## src/design/pesm_pkg.sv

```systemverilog
// Package with register map and field layout of the port error status and mask bank
package pesm_pkg;
  localparam int unsigned NUM_PORTS = 4;
  localparam logic [4:0] REG_STATUS = 5'h13;
  localparam logic [4:0] REG_MASK = 5'h14;
  localparam logic [1:0] PORT_ID_W = 2'h3;
  localparam logic [15:0] STATUS_RESET = 16'h0000;
  localparam logic [2:0] MASK_RESET = 3'h0;
  localparam int unsigned BIT_JABBER = 0;
  localparam int unsigned BIT_POLARITY = 1;
  localparam int unsigned BIT_RATE = 2;
  localparam int unsigned FLAG_W = 3;
  localparam int unsigned SUMMARY_STRIDE = 4;
  localparam logic [12:0] RESERVED_ZERO = 13'h0000;
endpackage

```

## src/design/pesm_bank.sv

```systemverilog
// Per-port error status and error mask registers with summary error bits
// Functional notes
// - Rate mismatch sets status bit 2
// - Reading status clears rate mismatch flag
// - Status bit 1 shows reversed polarity
// - Status bit 0 shows jabber state
// - Jabber flag drops when jabber ends
// - Bits 15 to 3 read zero
// - One status and mask per port
// - Mask bit 2 enables rate mismatch reporting
// - Mask bit 1 enables polarity error reporting
// - Mask bit 0 enables jabber reporting
// - Summary error bits at 0,4,8,12
`timescale 1ns/1ps
module pesm_bank
(
  // Clock and reset
  input wire logic clk_sys_i,
  input wire logic resetn_i,
  // Management register access, one-cycle strobes
  input wire logic [1:0] reg_port_i,
  input wire logic [4:0] reg_addr_i,
  input wire logic reg_rd_i,
  input wire logic reg_wr_i,
  input wire logic [15:0] reg_wdata_i,
  output logic [15:0] reg_rdata_o,
  output logic reg_rvalid_o,
  // Per-port line conditions
  input wire logic [3:0] rate_mismatch_i,
  input wire logic [3:0] polarity_rev_i,
  input wire logic [3:0] jabber_i,
  // Error summary bits, other summary bits are zero here
  output logic [15:0] summary_err_o
);
  // Access decode
  wire access_status;
  wire access_mask;
  wire read_status;
  wire write_mask;
  wire rdata_load;
  wire next_rvalid;

  // Per-port state gathered for the read mux
  wire [pesm_pkg::NUM_PORTS-1:0] rate_flag;
  wire [pesm_pkg::NUM_PORTS-1:0] pol_flag;
  wire [pesm_pkg::NUM_PORTS-1:0] jab_flag;
  wire [pesm_pkg::NUM_PORTS*pesm_pkg::FLAG_W-1:0] mask_all;

  // Read path and summary
  wire [pesm_pkg::FLAG_W-1:0] sel_status_flags;
  wire [pesm_pkg::FLAG_W-1:0] sel_mask_bits;
  wire [15:0] status_word;
  wire [15:0] mask_word;
  wire [15:0] next_rdata;
  wire [15:0] next_summary;

  function automatic logic hits_status(input logic [4:0] addr);
    hits_status = (addr == pesm_pkg::REG_STATUS);
  endfunction

  function automatic logic hits_mask(input logic [4:0] addr);
    hits_mask = (addr == pesm_pkg::REG_MASK);
  endfunction

  // Reserved bits forced here so no register can leak into them
  function automatic logic [15:0] pack_word(input logic [pesm_pkg::FLAG_W-1:0] v);
    pack_word = {pesm_pkg::RESERVED_ZERO, v};
  endfunction

  function automatic logic [pesm_pkg::FLAG_W-1:0] flag_word
  (
    input logic rate,
    input logic pol,
    input logic jab
  );
    logic [pesm_pkg::FLAG_W-1:0] w;
    w = pesm_pkg::MASK_RESET;
    w[pesm_pkg::BIT_RATE] = rate;
    w[pesm_pkg::BIT_POLARITY] = pol;
    w[pesm_pkg::BIT_JABBER] = jab;
    flag_word = w;
  endfunction

  assign access_status = hits_status(reg_addr_i);
  assign access_mask = hits_mask(reg_addr_i);
  // Status writes and writes to unmapped offsets are dropped without notice
  assign read_status = reg_rd_i && hits_status(reg_addr_i);
  assign write_mask = reg_wr_i && hits_mask(reg_addr_i);
  assign rdata_load = reg_rd_i;
  assign next_rvalid = reg_rd_i;

  genvar p;
  generate
    for (p = 0; p < pesm_pkg::NUM_PORTS; p++)
    begin : g_port
      // Per-port flags and mask
      logic rate_q;
      logic pol_q;
      logic jab_q;
      logic [pesm_pkg::FLAG_W-1:0] mask_q;
      wire sel_me;
      wire mask_load;
      wire next_rate;
      wire next_pol;
      wire next_jab;
      wire [pesm_pkg::FLAG_W-1:0] next_mask;
      wire [pesm_pkg::FLAG_W-1:0] flags;

      assign sel_me = (reg_port_i == 2'(p));
      assign mask_load = write_mask && sel_me;
      // Set wins over a clear on read in the same cycle, so no event is lost
      assign next_rate = rate_mismatch_i[p] || (rate_q && !(read_status && sel_me));
      assign next_pol = polarity_rev_i[p];
      assign next_jab = jabber_i[p];
      assign next_mask = mask_load ?
                         reg_wdata_i[pesm_pkg::BIT_RATE:pesm_pkg::BIT_JABBER] :
                         mask_q;
      assign flags = flag_word(rate_q, pol_q, jab_q);
      assign rate_flag[p] = rate_q;
      assign pol_flag[p] = pol_q;
      assign jab_flag[p] = jab_q;
      assign mask_all[p*pesm_pkg::FLAG_W +: pesm_pkg::FLAG_W] = mask_q;
      // A set mask bit lets its flag reach the summary
      assign next_summary[p*pesm_pkg::SUMMARY_STRIDE] = |(flags & mask_q);
      assign next_summary[p*pesm_pkg::SUMMARY_STRIDE+1 +: pesm_pkg::SUMMARY_STRIDE-1] = '0;

      always_ff @(posedge clk_sys_i or negedge resetn_i)
      begin
        if (!resetn_i)
        begin
          rate_q <= 1'b0;
        end
        else
        begin
          rate_q <= next_rate;
        end
      end

      always_ff @(posedge clk_sys_i or negedge resetn_i)
      begin
        if (!resetn_i)
        begin
          pol_q <= 1'b0;
        end
        else
        begin
          pol_q <= next_pol;
        end
      end

      // No latching of jabber, so the flag drops with the condition
      always_ff @(posedge clk_sys_i or negedge resetn_i)
      begin
        if (!resetn_i)
        begin
          jab_q <= 1'b0;
        end
        else
        begin
          jab_q <= next_jab;
        end
      end

      always_ff @(posedge clk_sys_i or negedge resetn_i)
      begin
        if (!resetn_i)
        begin
          mask_q <= pesm_pkg::MASK_RESET;
        end
        else
        begin
          mask_q <= next_mask;
        end
      end
    end
  endgenerate

  assign sel_status_flags = flag_word(rate_flag[reg_port_i],
                                      pol_flag[reg_port_i],
                                      jab_flag[reg_port_i]);
  assign sel_mask_bits = mask_all[reg_port_i*pesm_pkg::FLAG_W +: pesm_pkg::FLAG_W];
  assign status_word = pack_word(sel_status_flags);
  assign mask_word = pack_word(sel_mask_bits);
  // Unmapped offsets read as zero
  assign next_rdata = access_status ? status_word :
                      access_mask ? mask_word :
                      pesm_pkg::STATUS_RESET;

  always_ff @(posedge clk_sys_i or negedge resetn_i)
  begin
    if (!resetn_i)
    begin
      reg_rvalid_o <= 1'b0;
    end
    else
    begin
      reg_rvalid_o <= next_rvalid;
    end
  end

  // Registered read answer, held until the next read
  always_ff @(posedge clk_sys_i or negedge resetn_i)
  begin
    if (!resetn_i)
    begin
      reg_rdata_o <= pesm_pkg::STATUS_RESET;
    end
    else if (rdata_load)
    begin
      reg_rdata_o <= next_rdata;
    end
  end

  // Registered summary, one cycle behind the flags
  always_ff @(posedge clk_sys_i or negedge resetn_i)
  begin
    if (!resetn_i)
    begin
      summary_err_o <= pesm_pkg::STATUS_RESET;
    end
    else
    begin
      summary_err_o <= next_summary;
    end
  end
endmodule

```

## config.mk

```make
export PLATFORM = sky130hd
export DESIGN_NAME = pesm_bank
export DESIGN_NICKNAME = d
export VERILOG_FILES = /design/src/design/pesm_pkg.sv /design/src/design/pesm_bank.sv
export SDC_FILE = /design/constraint.sdc
export NUM_CORES = 1
export LEC_CHECK = 0
export BUFFER_PORTS_ARGS = -buffer_cell sky130_fd_sc_hd__buf_4
export CAP_MARGIN = 20
export CORE_ASPECT_RATIO = 1.75
export CORE_MARGIN = 3
export CORE_UTILIZATION = 46
export CTS_CLUSTER_SIZE = 28
export DETAILED_ROUTE_END_ITERATION = 12
export PLACE_DENSITY = 0.84
export SYNTH_ARGS = -nofsm -noshare
export SYNTH_HDL_FRONTEND = slang
export SYNTH_SLANG_ARGS = --single-unit
```

## constraint.sdc

```tcl
create_clock -name clk_sys_i -period 1.6 [get_ports clk_sys_i]
set_input_delay 0.24 -clock clk_sys_i [delete_from_list [all_inputs] [get_ports clk_sys_i]]
set_output_delay 0.24 -clock clk_sys_i [all_outputs]
set_load 0.05 [all_outputs]
```

After elaboration in Yosys (flattened, before gate mapping)
Index checks and enable logic that the tools add are counted.
- register bits after elaboration: 45
- word-level logic and storage cells: 66
- bits in latches: 0
- memories: 0
- bits in read-only memories: 0
- bits of input ports: 39
- memory bits (writable): 0
- output and inout port bits: 33
- eq/ne operators: 5
- $lt $le $gt $ge: 1
- reductions and logical operators: 27
- mux-type cells: 8
- $mul: 1
- div/mod/pow operators: 0
- shift-type cells: 1
- add/subtract/negate cells: 0
- bitwise logic cells: 4
- operators by type and width (operator ; count):
    two-way mux 16 bit ; 1
    logical AND 1 bit ; 14
    bitwise AND 3 bit ; 4
    OR reduction 3 bit ; 4
    indexed part select 12 x 5 -> 3 bit ; 1
    == test 5 bit (second input constant) ; 2
    binary-select mux 1 bit (select 2 bit) ; 3
    == test 2 bit (second input constant) ; 2
    zero test 1 bit ; 4
    logical OR 1 bit ; 4
    multiplier 2 x 2 -> 4 bit (second input constant) ; 1
    < comparator 2 x 3 -> 1 bit (second input constant) ; 1
    two-way mux 1 bit ; 3
    two-way mux 3 bit ; 1
    == test 2 x 1 -> 1 bit (second input constant) ; 1
    zero test 2 bit ; 1

Depth between registers and ports, before layout
Gate-level depths: netlist (run 1).
- word-level depth: 6
- depth in mapped cells: 5
- mapped depth without buffers: 3

Worst setup path after synthesis (run 1)
OpenSTA, ideal clock, no wires.
- path kind: input -> register
- start point: in reg_addr_i[1]
- end point: reg g_port[0].mask_q[0] (netlist name)
- required time: 1475 ps
- setup slack: 15 ps
- setup time: 125 ps
- data arrival time: 1460 ps
- stages on the path: 3
- buffers on the path: 0
- path through: or3b_4 -> or4_4 -> mux2_4
- longest elaborated chain between the ends: 3
- ends and longest elaborated chain (what ; line ; source):
    start: declaration ; pesm_bank.sv:22 ; input wire logic [4:0] reg_addr_i,
    == test 5 bit ; pesm_bank.sv:62 ; hits_mask = (addr == pesm_pkg::REG_MASK);
    logical AND 1 bit ; pesm_bank.sv:88 ; assign write_mask = reg_wr_i && hits_mask(reg_addr_i);
    logical AND 1 bit ; pesm_bank.sv:110 ; assign mask_load = write_mask && sel_me;
    end signal: assignment ; pesm_bank.sv:168 ; mask_q <= pesm_pkg::MASK_RESET;
    end signal: assignment ; pesm_bank.sv:172 ; mask_q <= next_mask;
    end: declaration ; pesm_bank.sv:100 ; logic [pesm_pkg::FLAG_W-1:0] mask_q;
No other way between the ends.
A chain may end at the register's enable or synchronous reset.

Worst setup path after layout (run 1)
Ends and elaborated chain as after synthesis.

==> results of run 1 <==
[logic make-up after synthesis]
family,Yosys count,share of synthesized area
buf+inv,36,0.144
flops,32,0.498
simple gates,27,0.118
mux,18,0.154
compound gates,17,0.0833
other cells,1,0.00233
[registers in the layout, indices dropped and copies added (netlist names)]
register and count:
reg_rdata_o 3, reg_rvalid_o 1, g_port.mask_q 12, g_port.pol_q 4, g_port.rate_q 4, g_port.jab_q 4, summary_err_o 4
[per-stage QoR]
| stage | worst slack (ns) | instances | utilization | setup TNS [ns] | hold WS (ns) |
|---|---|---|---|---|---|
| 2_1_floorplan | 0.0145 | 155 | - | 0 | -0.0556 |
| 5_1_grt | 0.133 | 214 | 0.593 | 0 | 0.0552 |
| 3_3_place_gp | -0.133 | 205 | 0.563 | -0.516 | 0.183 |
| 6_report | 0.144 | 214 | 0.593 | 0 | 0.0638 |
| 3_5_place_dp | -0.144 | 205 | 0.563 | -0.602 | 0.194 |
| 4_1_cts | 0.150 | 214 | 0.593 | 0 | 0.0596 |
[layout by cell type, fill, tap and decap left out, drive strengths merged]
cell type,n
a2111oi,3
a21o,4
a21oi,3
a222oi,4
and3b,2
buf,38
clkbuf,8
conb,25
dfrtp,32
dlygate4sd3,1
inv,5
mux2,15
mux4,3
nand2,1
nand3,4
nand3b,1
nand4,2
nand4b,1
nor2,1
nor2b,6
nor3,1
nor3b,4
nor4,1
nor4b,1
o31ai,3
or3b,1
or4,1
[per-layer routing]
| metal | vias to the layer above | share of wire | track usage |
|---|---|---|---|
| li1 | 498 | - | - |
| met1 | 540 | 0.34 | 0.174 |
| met2 | 60 | 0.55 | 0.275 |
| met3 | 10 | 0.082 | 0.0409 |
| met4 | 0 | 0.028 | 0.0858 |
| met5 | - | 0 | 0 |
[cell type report]
cell class | instances | area share
multi-input cells | 87 | 0.346
clock buffers | 8 | 0.0468
inverters | 5 | 0.00975
flip-flops and latches | 32 | 0.416
well taps | 43 | 0.0280
repair buffers | 39 | 0.153
[how the worst max path moves through the flow]
stage                                       to  slack (ns)  depth (start not counted)
2_1_floorplan  g_port[0].mask_q[0]$_DFFE_PN0P_        0.01                          3
3_3_place_gp   g_port[0].mask_q[0]$_DFFE_PN0P_       -0.13                          4
3_5_place_dp   g_port[0].mask_q[0]$_DFFE_PN0P_       -0.14                          4
4_1_cts        g_port[0].mask_q[0]$_DFFE_PN0P_        0.15                          4
5_1_grt        g_port[0].mask_q[2]$_DFFE_PN0P_        0.13                          4
6_report       g_port[0].mask_q[0]$_DFFE_PN0P_        0.14                          4
[power breakdown]
group / leakage [nW] / internal (mW) / switching, mW
Combinational: 0.493 / 0.130 / 0.277
Clock: 0.0455 / 0.350 / 0.268
Sequential: 0.398 / 0.863 / 0.0345
[worst max-delay path, delay by kind of cell]
family                 cells  cell delay (ns)
buffers and inverters      1             0.11
multiplexers               1             0.31
AND/OR/NAND/NOR            2             0.95
==> run_results.csv, run 1 <==
group,metric,value,unit
run_status,status,"completed",
critical_path,cp.required,1.77,ns
cts,cts_tree,"built",
routing,routed_wl,3200,um
final_layout,fill_cells,297,
final_layout,antennaDiodeCount,0,
global_route,track_usage,0.159,
timing,finClkSkew,0.00321,ns
floorplan,die_w,50.7,um
timing,setup_violations,0,
critical_path,worstReg2RegStart,"reg_rdata_o[0]$_DFFE_PN0P_",
timing,fmax,0.687,GHz
cts,cts_buffer_depth,2,
final_layout,final_nets,209,
yosys,ys_ff_latch,32,
global_route,overflow,0,
cts,clk_root_buffer_cell,"clkbuf_8",
place,gp_congestion,0.935,
floorplan,initial_core_util,0.496,
global_route,grt_pass1_wl,5160,um
yosys,synth_top_area_cell,"dfrtp_1",
final_layout,fin_area,1920,sq um
critical_path,reg2reg_to,"reg_rdata_o[0]$_DFFE_PN0P_",
floorplan,die_y,84.2,um
yosys,syn_inst,131,
critical_path,critPathKind,"input pin to register",
yosys,synthArstFlopShare,1.00,
critical_path,r2r_slack,0.32,ns
yosys,avgSynthCellArea,12.3,sq um
place,dpl_cell_area,1820,sq um
final_layout,area_growth,19.7,%
pwr,p_per_area,999,nW/um^2
cts,cts.clk_slew.worst_paths,0.06,ns
yosys,syn-cell-area,1610,sq um
routing,dr_total_vias,1108,
yosys,yosys_warnings,0,
place,dp_hpwl,2510,um
floorplan,rows,27,
critical_path,critPathArrivalTime,1.62,ns
yosys,synth.cells.most_frequent,"dfrtp_1, buf_4, mux2_2, nor2b_1, inv_1",
timing,slew_violations,0,
yosys,ys_seq_area_frac,0.498,
pwr,fin_total_pwr,1.92,mW
hold_path,hold_end,"g_port[3].pol_q$_DFF_PN0_",
hold_path,hold_path.startpoint,"polarity_rev_i[3]",
critical_path,reg2reg_depth,3,
cts,insertion_delay,0.28,ns
yosys,ys_types,28,
critical_path,path_max_fanout,4,
yosys,synth_area_leaders,"dfrtp_1, buf_4, mux2_2",
yosys,synth_edf_count,0,
critical_path,slowest_stage,"or4_4",
cts,cts_buffers,5,
routing,firstDrtPassIters,4,
critical_path,max_stage_delay,0.53,ns
critical_path,cp_cell_sequence,"buf_4, or3b_4, or4_4, mux2_4",
timing,fin_crit_sh,0.910,
routing,wire_per_inst,14.9,um
floorplan,io_pins,72,
pwr,vdd_drop_max,0.841,mV
routing,drc,0,
pwr,leakagePower,0.936,nW
cts,htreeDepth,2,
yosys,synth_top_area_share,0.498,
yosys,synth_flop_cell,"dfrtp_1",
hold_path,hp-class,"input pin to register",
place,io_buffers,33,
cts,cts-hold-fix-buffers,1,
final_layout,multiInputGateArea,666,sq um
hold_path,min_path_cells,1,
floorplan,core_area,3240,sq um
routing,drt_iter0_drc,38,
critical_path,worstSetupEndpointType,"register",
run,drv_cap,0,
routing,ant_nets,0,
floorplan,dieArea,4270,sq um
global_route,antenna_found_initial,0,
final_layout,drive_gt1_frac,0.380,
critical_path,startpoint,"reg_addr_i[1]",
cts,clock_sinks,32,
timing,period_minus_slack,1.46,ns
global_route,grt_max_degree,33,
global_route,grt_pass1_vias,1134,
final_layout,seq_area,801,sq um
critical_path,startpoint_type,"input pin",
routing,routed_via_density,5.18,
timing,final_hold_viol_count,0,
cts,cts_resized,0,
timing,rsz0062_at_grt,"no",
cts,cts_setup_buffers,0,
yosys,yosysMostFrequentCell,"dfrtp_1",
(Power assumes the default switching activity.)
==> run 2, diff against run 1 <==
- RECOVER_POWER: default -> 25
==> run 2 against run 1 <==
Hold slack better by 0.023 ns. Global-route usage stayed put. Non-clock buffer count stayed put. Clock power hardly changed. Register-to-register slack hardly changed. Total power is 0.12% lower. Flip-flop and latch count stayed put. Combinational power is 1% lower. Via count is 1.5% higher.
==> run_results.csv, run 2 (synthesis gave the netlist of run 1 again) <==
group,metric,value,unit
run_status,status,"completed",
final_layout,top_register,"g_port.mask_q",
hold_path,hold_path.startpoint,"jabber_i[1]",
cts,cts_resized,0,
routing,drt_iter0_drc,24,
cts,insertion_delay,0.28,ns
global_route,use_met1,0.174,
critical_path,cpLargestDelayFamily,"simple AND/OR/NAND/NOR gates",
routing,drc,0,
routing,dr_total_vias,1125,
critical_path,startpoint_type,"input pin",
floorplan,rows,27,
place,dp_hpwl,2510,um
cts,cts_tree,"built",
timing,finClkSkew,0.00375,ns
critical_path,slowest_stage,"or4_4",
critical_path,max_stage_delay,0.53,ns
routing,wire_per_inst,14.9,um
cts,clock_sinks,32,
timing,final_hold_viol_count,0,
place,gp_congestion,0.935,
global_route,overflow,0,
timing,max_slew_margin,0.497,
critical_path,cp.required,1.77,ns
global_route,track_usage,0.159,
critical_path,worstSetupEndpointType,"register",
critical_path,critPathKind,"input pin to register",
timing,period_minus_slack,1.46,ns
timing,finalSetupTns,0,ns
floorplan,io_pins,72,
place,dpl_cell_area,1820,sq um
critical_path,path_max_fanout,4,
critical_path,cp_num_buf_inv,1,
floorplan,die_w,50.7,um
hold_path,hp-class,"input pin to register",
timing,worst_slew_pin_slew,0.755,ns
final_layout,final_nets,209,
final_layout,most-common-layout-cells,"dfrtp_1, buf_4, conb_1",
routing,ant_nets,0,
timing,rsz0062_at_grt,"no",
timing,layout_setup_ws,0.145,ns
global_route,grt_pass1_vias,1134,
critical_path,reg2reg_to,"reg_rdata_o[0]$_DFFE_PN0P_",
cts,clk_root_buffer_cell,"clkbuf_8",
routing,routed_wl,3180,um
floorplan,initial_core_util,0.496,
global_route,grt_max_degree,33,
pwr,p_per_area,1000,nW/um^2
final_layout,largest_reg_flops,12,
pwr,vdd_drop_max,0.835,mV
critical_path,r2r_slack,0.32,ns
place,place_ws,-0.144,ns
routing,firstDrtPassIters,4,
critical_path,worstReg2RegStart,"reg_rdata_o[0]$_DFFE_PN0P_",
pwr,leakagePower,0.930,nW
floorplan,dieArea,4270,sq um
place,io_buffers,33,
final_layout,antennaDiodeCount,0,
timing,setup_violations,0,
critical_path,reg2reg_depth,3,
timing,slew_violations,0,
timing,fin_crit_sh,0.910,
final_layout,final_common_cell,"dfrtp_1",
final_layout,drive_gt1_frac,0.374,
cts,cts-hold-fix-buffers,1,
hold_path,hold_end,"g_port[1].jab_q$_DFF_PN0_",
critical_path,critPathArrivalTime,1.62,ns
global_route,antenna_found_initial,0,
floorplan,die_y,84.2,um
global_route,grt.busiest_layer,"met2",
critical_path,cp_cell_sequence,"buf_4, or3b_4, or4_4, mux2_4",
cts,cts_setup_buffers,0,
hold_path,min_path_cells,1,
floorplan,core_area,3240,sq um
global_route,globalRouteMet2Util,0.275,
global_route,grt_util_met3,0.0409,
routing,routed_via_density,5.26,
timing,fmax,0.687,GHz
final_layout,fin_area,1920,sq um
final_layout,area_growth,19.3,%
cts,cts.clk_slew.worst_paths,0.06,ns
global_route,grt_pass1_wl,5160,um
cts,htreeDepth,2,
cts,cts_buffer_depth,2,
cts,cts_buffers,5,
run,drv_cap,0,
[run 2: cell types whose count changed in the layout (fill, tap and decap cells not counted), sizes merged]
cell,previous run,this run
buf,38,28
clkbuf,8,18
[run 2: stage by stage]
step	std cells	power (mW)	util	hold slack, ns
3_5_place_dp	205	1.32	0.563	0.194
5_1_grt	214	1.99	0.591	0.0769
4_1_cts	214	1.93	0.593	0.0596
3_3_place_gp	205	1.31	0.563	0.183
6_report	214	1.92	0.591	0.0864
2_1_floorplan	155	1.24	-	-0.0556
[run 2: worst max path at each step]
| stage | startpoint | endpoint | slack, ns | cells past startpoint |
|---|---|---|---|---|
| after floorplan | reg_addr_i[1] | g_port[0].mask_q[0]$_DFFE_PN0P_ | 0.01 | 3 |
| after global placement | reg_addr_i[1] | g_port[0].mask_q[0]$_DFFE_PN0P_ | -0.13 | 4 |
| after detailed placement | reg_addr_i[1] | g_port[0].mask_q[0]$_DFFE_PN0P_ | -0.14 | 4 |
| after CTS | reg_addr_i[1] | g_port[0].mask_q[0]$_DFFE_PN0P_ | 0.15 | 4 |
| after global routing | reg_addr_i[1] | g_port[0].mask_q[2]$_DFFE_PN0P_ | 0.13 | 4 |
| final | reg_addr_i[1] | g_port[0].mask_q[0]$_DFFE_PN0P_ | 0.14 | 4 |
[run 2: final cells by class]
cell class	count	area (sq um)
fillers	298	1330
inverters	5	18.8
clock buffers	8	90.1
repair buffers	39	289
multi-input cells	87	666
flip-flops and latches	32	801
well taps	43	53.8
[run 2: metal layers]
metal / vias to the layer above / wire length [um]
met5: - / 0
met4: 0 / 91
met3: 11 / 267
met2: 64 / 1740
met1: 550 / 1080
li1: 500 / -
[run 2: power breakdown]
part	total (mW)	leakage [nW]	switching, mW	internal (mW)
Combinational	0.404	0.487	0.277	0.127
Sequential	0.897	0.398	0.0344	0.863
Clock	0.619	0.0455	0.269	0.350
==> run 3, diff against run 2 <==
- CTS_BUF_LIST: default -> sky130_fd_sc_hd__clkbuf_4 sky130_fd_sc_hd__clkbuf_8 sky130_fd_sc_hd__clkbuf_16
- RECOVER_POWER: 25 -> 50
==> run 3 against run 2 <==
Non-clock buffer count is the same. Design area is 0.39% higher. First-iteration DRC count grew 33%. Total power increased by 1.4%. Combinational power about the same. Flip-flop and latch count unchanged. Critical endpoint unchanged. Global-route usage stayed put.
==> run_results.csv, run 3 (synthesis gave the netlist of run 1 again) <==
group,metric,value,unit
run_status,status,"completed",
cts,cts_setup_buffers,0,
final_layout,drive_gt1_frac,0.386,
floorplan,io_pins,72,
timing,worst_slew_pin_slew,0.759,ns
routing,wire_per_inst,14.7,um
final_layout,most-common-layout-cells,"dfrtp_1, buf_4, conb_1",
critical_path,worstSetupEndpointType,"register",
routing,drt_iter0_drc,32,
floorplan,dieArea,4270,sq um
critical_path,critPathKind,"input pin to register",
timing,final_hold_viol_count,0,
global_route,overflow,0,
critical_path,path_max_fanout,4,
pwr,vdd_drop_max,0.985,mV
global_route,grt_pass1_wl,5150,um
final_layout,seq_area,801,sq um
global_route,antenna_found_initial,0,
place,dp_hpwl,2510,um
cts,cts_buffers,5,
floorplan,rows,27,
global_route,track_usage,0.159,
final_layout,fill_cells,293,
floorplan,initial_core_util,0.496,
cts,clock_sinks,32,
routing,drc,0,
critical_path,cp_num_buf_inv,1,
final_layout,final_nets,209,
final_layout,antennaDiodeCount,0,
cts,cts-hold-fix-buffers,1,
pwr,p_per_area,1010,nW/um^2
timing,fmax,0.685,GHz
cts,cts_buffer_depth,2,
final_layout,area_growth,19.8,%
final_layout,top_register,"g_port.mask_q",
routing,ant_nets,0,
floorplan,die_y,84.2,um
critical_path,cp.required,1.76,ns
critical_path,critPathArrivalTime,1.62,ns
cts,htreeDepth,2,
timing,period_minus_slack,1.46,ns
run,drv_cap,0,
hold_path,hp-class,"input pin to register",
timing,max_slew_margin,0.494,
cts,clk_root_buffer_cell,"clkbuf_8",
place,gp_congestion,0.935,
critical_path,slowest_stage,"or4_4",
cts,cts.clk_slew.worst_paths,0.06,ns
critical_path,cp_cell_sequence,"buf_4, or3b_4, or4_4, mux2_4",
pwr,leakagePower,0.937,nW
floorplan,core_area,3240,sq um
timing,finClkSkew,0.00451,ns
critical_path,max_stage_delay,0.53,ns
place,io_buffers,33,
cts,cts_tree,"built",
routing,firstDrtPassIters,4,
routing,routed_via_density,5.26,
cts,insertion_delay,0.28,ns
cts,cts_resized,0,
global_route,grt_max_degree,33,
global_route,grt_pass1_vias,1130,
pwr,fin_total_pwr,1.95,mW
routing,dr_total_vias,1126,
timing,fin_crit_sh,0.912,
timing,slew_violations,0,
routing,routed_wl,3150,um
critical_path,cpLargestDelayFamily,"simple AND/OR/NAND/NOR gates",
final_layout,largest_reg_flops,12,
floorplan,die_w,50.7,um
timing,rsz0062_at_grt,"no",
final_layout,multiInputGateArea,666,sq um
critical_path,startpoint_type,"input pin",
timing,setup_violations,0,
timing,finalSetupTns,0,ns
final_layout,final_common_cell,"dfrtp_1",
==> run 3: cell count changes in the layout (fill, tap and decap cells not counted) <==
cell      previous run  this run
clkbuf_4             8        10
clkbuf_1             3         1
==> run 3: where the power goes <==
| group | total [mW] | switching (mW) | internal (mW) |
|---|---|---|---|
| clock | 0.646 | 0.262 | 0.384 |
| combinational | 0.404 | 0.277 | 0.127 |
| sequential | 0.897 | 0.0341 | 0.863 |
| total | 1.95 | 0.573 | 1.37 |
==> run 3: stage by stage <==
stage / instance area [sq um] / std cells / setup WS, ns / util / hold slack, ns
detailed placement: 1820 / 205 / -0.144 / 0.563 / 0.194
finish: 1930 / 214 / 0.141 / 0.594 / 0.0885
global route: 1930 / 214 / 0.133 / 0.594 / 0.0769
global placement: 1820 / 205 / -0.133 / 0.563 / 0.183
CTS: 1930 / 214 / 0.150 / 0.596 / 0.0595
floorplan: 1700 / 155 / 0.0145 / - / -0.0556
==> run 3: per-layer routing <==
| layer | up-vias | part of all wire | track usage |
|---|---|---|---|
| li1 | 501 | - | - |
| met1 | 550 | 0.34 | 0.174 |
| met2 | 67 | 0.55 | 0.275 |
| met3 | 8 | 0.079 | 0.0409 |
| met4 | 0 | 0.024 | 0.0858 |
| met5 | - | 0 | 0 |
==> run 3: final cells by class <==
cell class                      count  area share
Timing Repair Buffer               39       0.150
Tap cell                           43      0.0279
Clock buffer                        8      0.0507
Inverter                            5     0.00975
Multi-Input combinational cell     87       0.346
Sequential cell                    32       0.416
==> run 3: worst paths after layout <==
check                                            from                               to  slack [ns]  cells past startpoint
min in group asynchronous                    resetn_i        g_port[1].pol_q$_DFF_PN0_        0.56                      2
min reg2reg                 g_port[2].pol_q$_DFF_PN0_       summary_err_o[8]$_DFF_PN0_        0.51                      2
max in group asynchronous                    resetn_i  g_port[1].mask_q[2]$_DFFE_PN0P_        0.56                      2
max                                     reg_addr_i[1]  g_port[0].mask_q[0]$_DFFE_PN0P_        0.14                      4
min                                 polarity_rev_i[1]        g_port[1].pol_q$_DFF_PN0_        0.09                      1
max reg2reg                reg_rdata_o[0]$_DFFE_PN0P_       reg_rdata_o[0]$_DFFE_PN0P_        0.33                      3
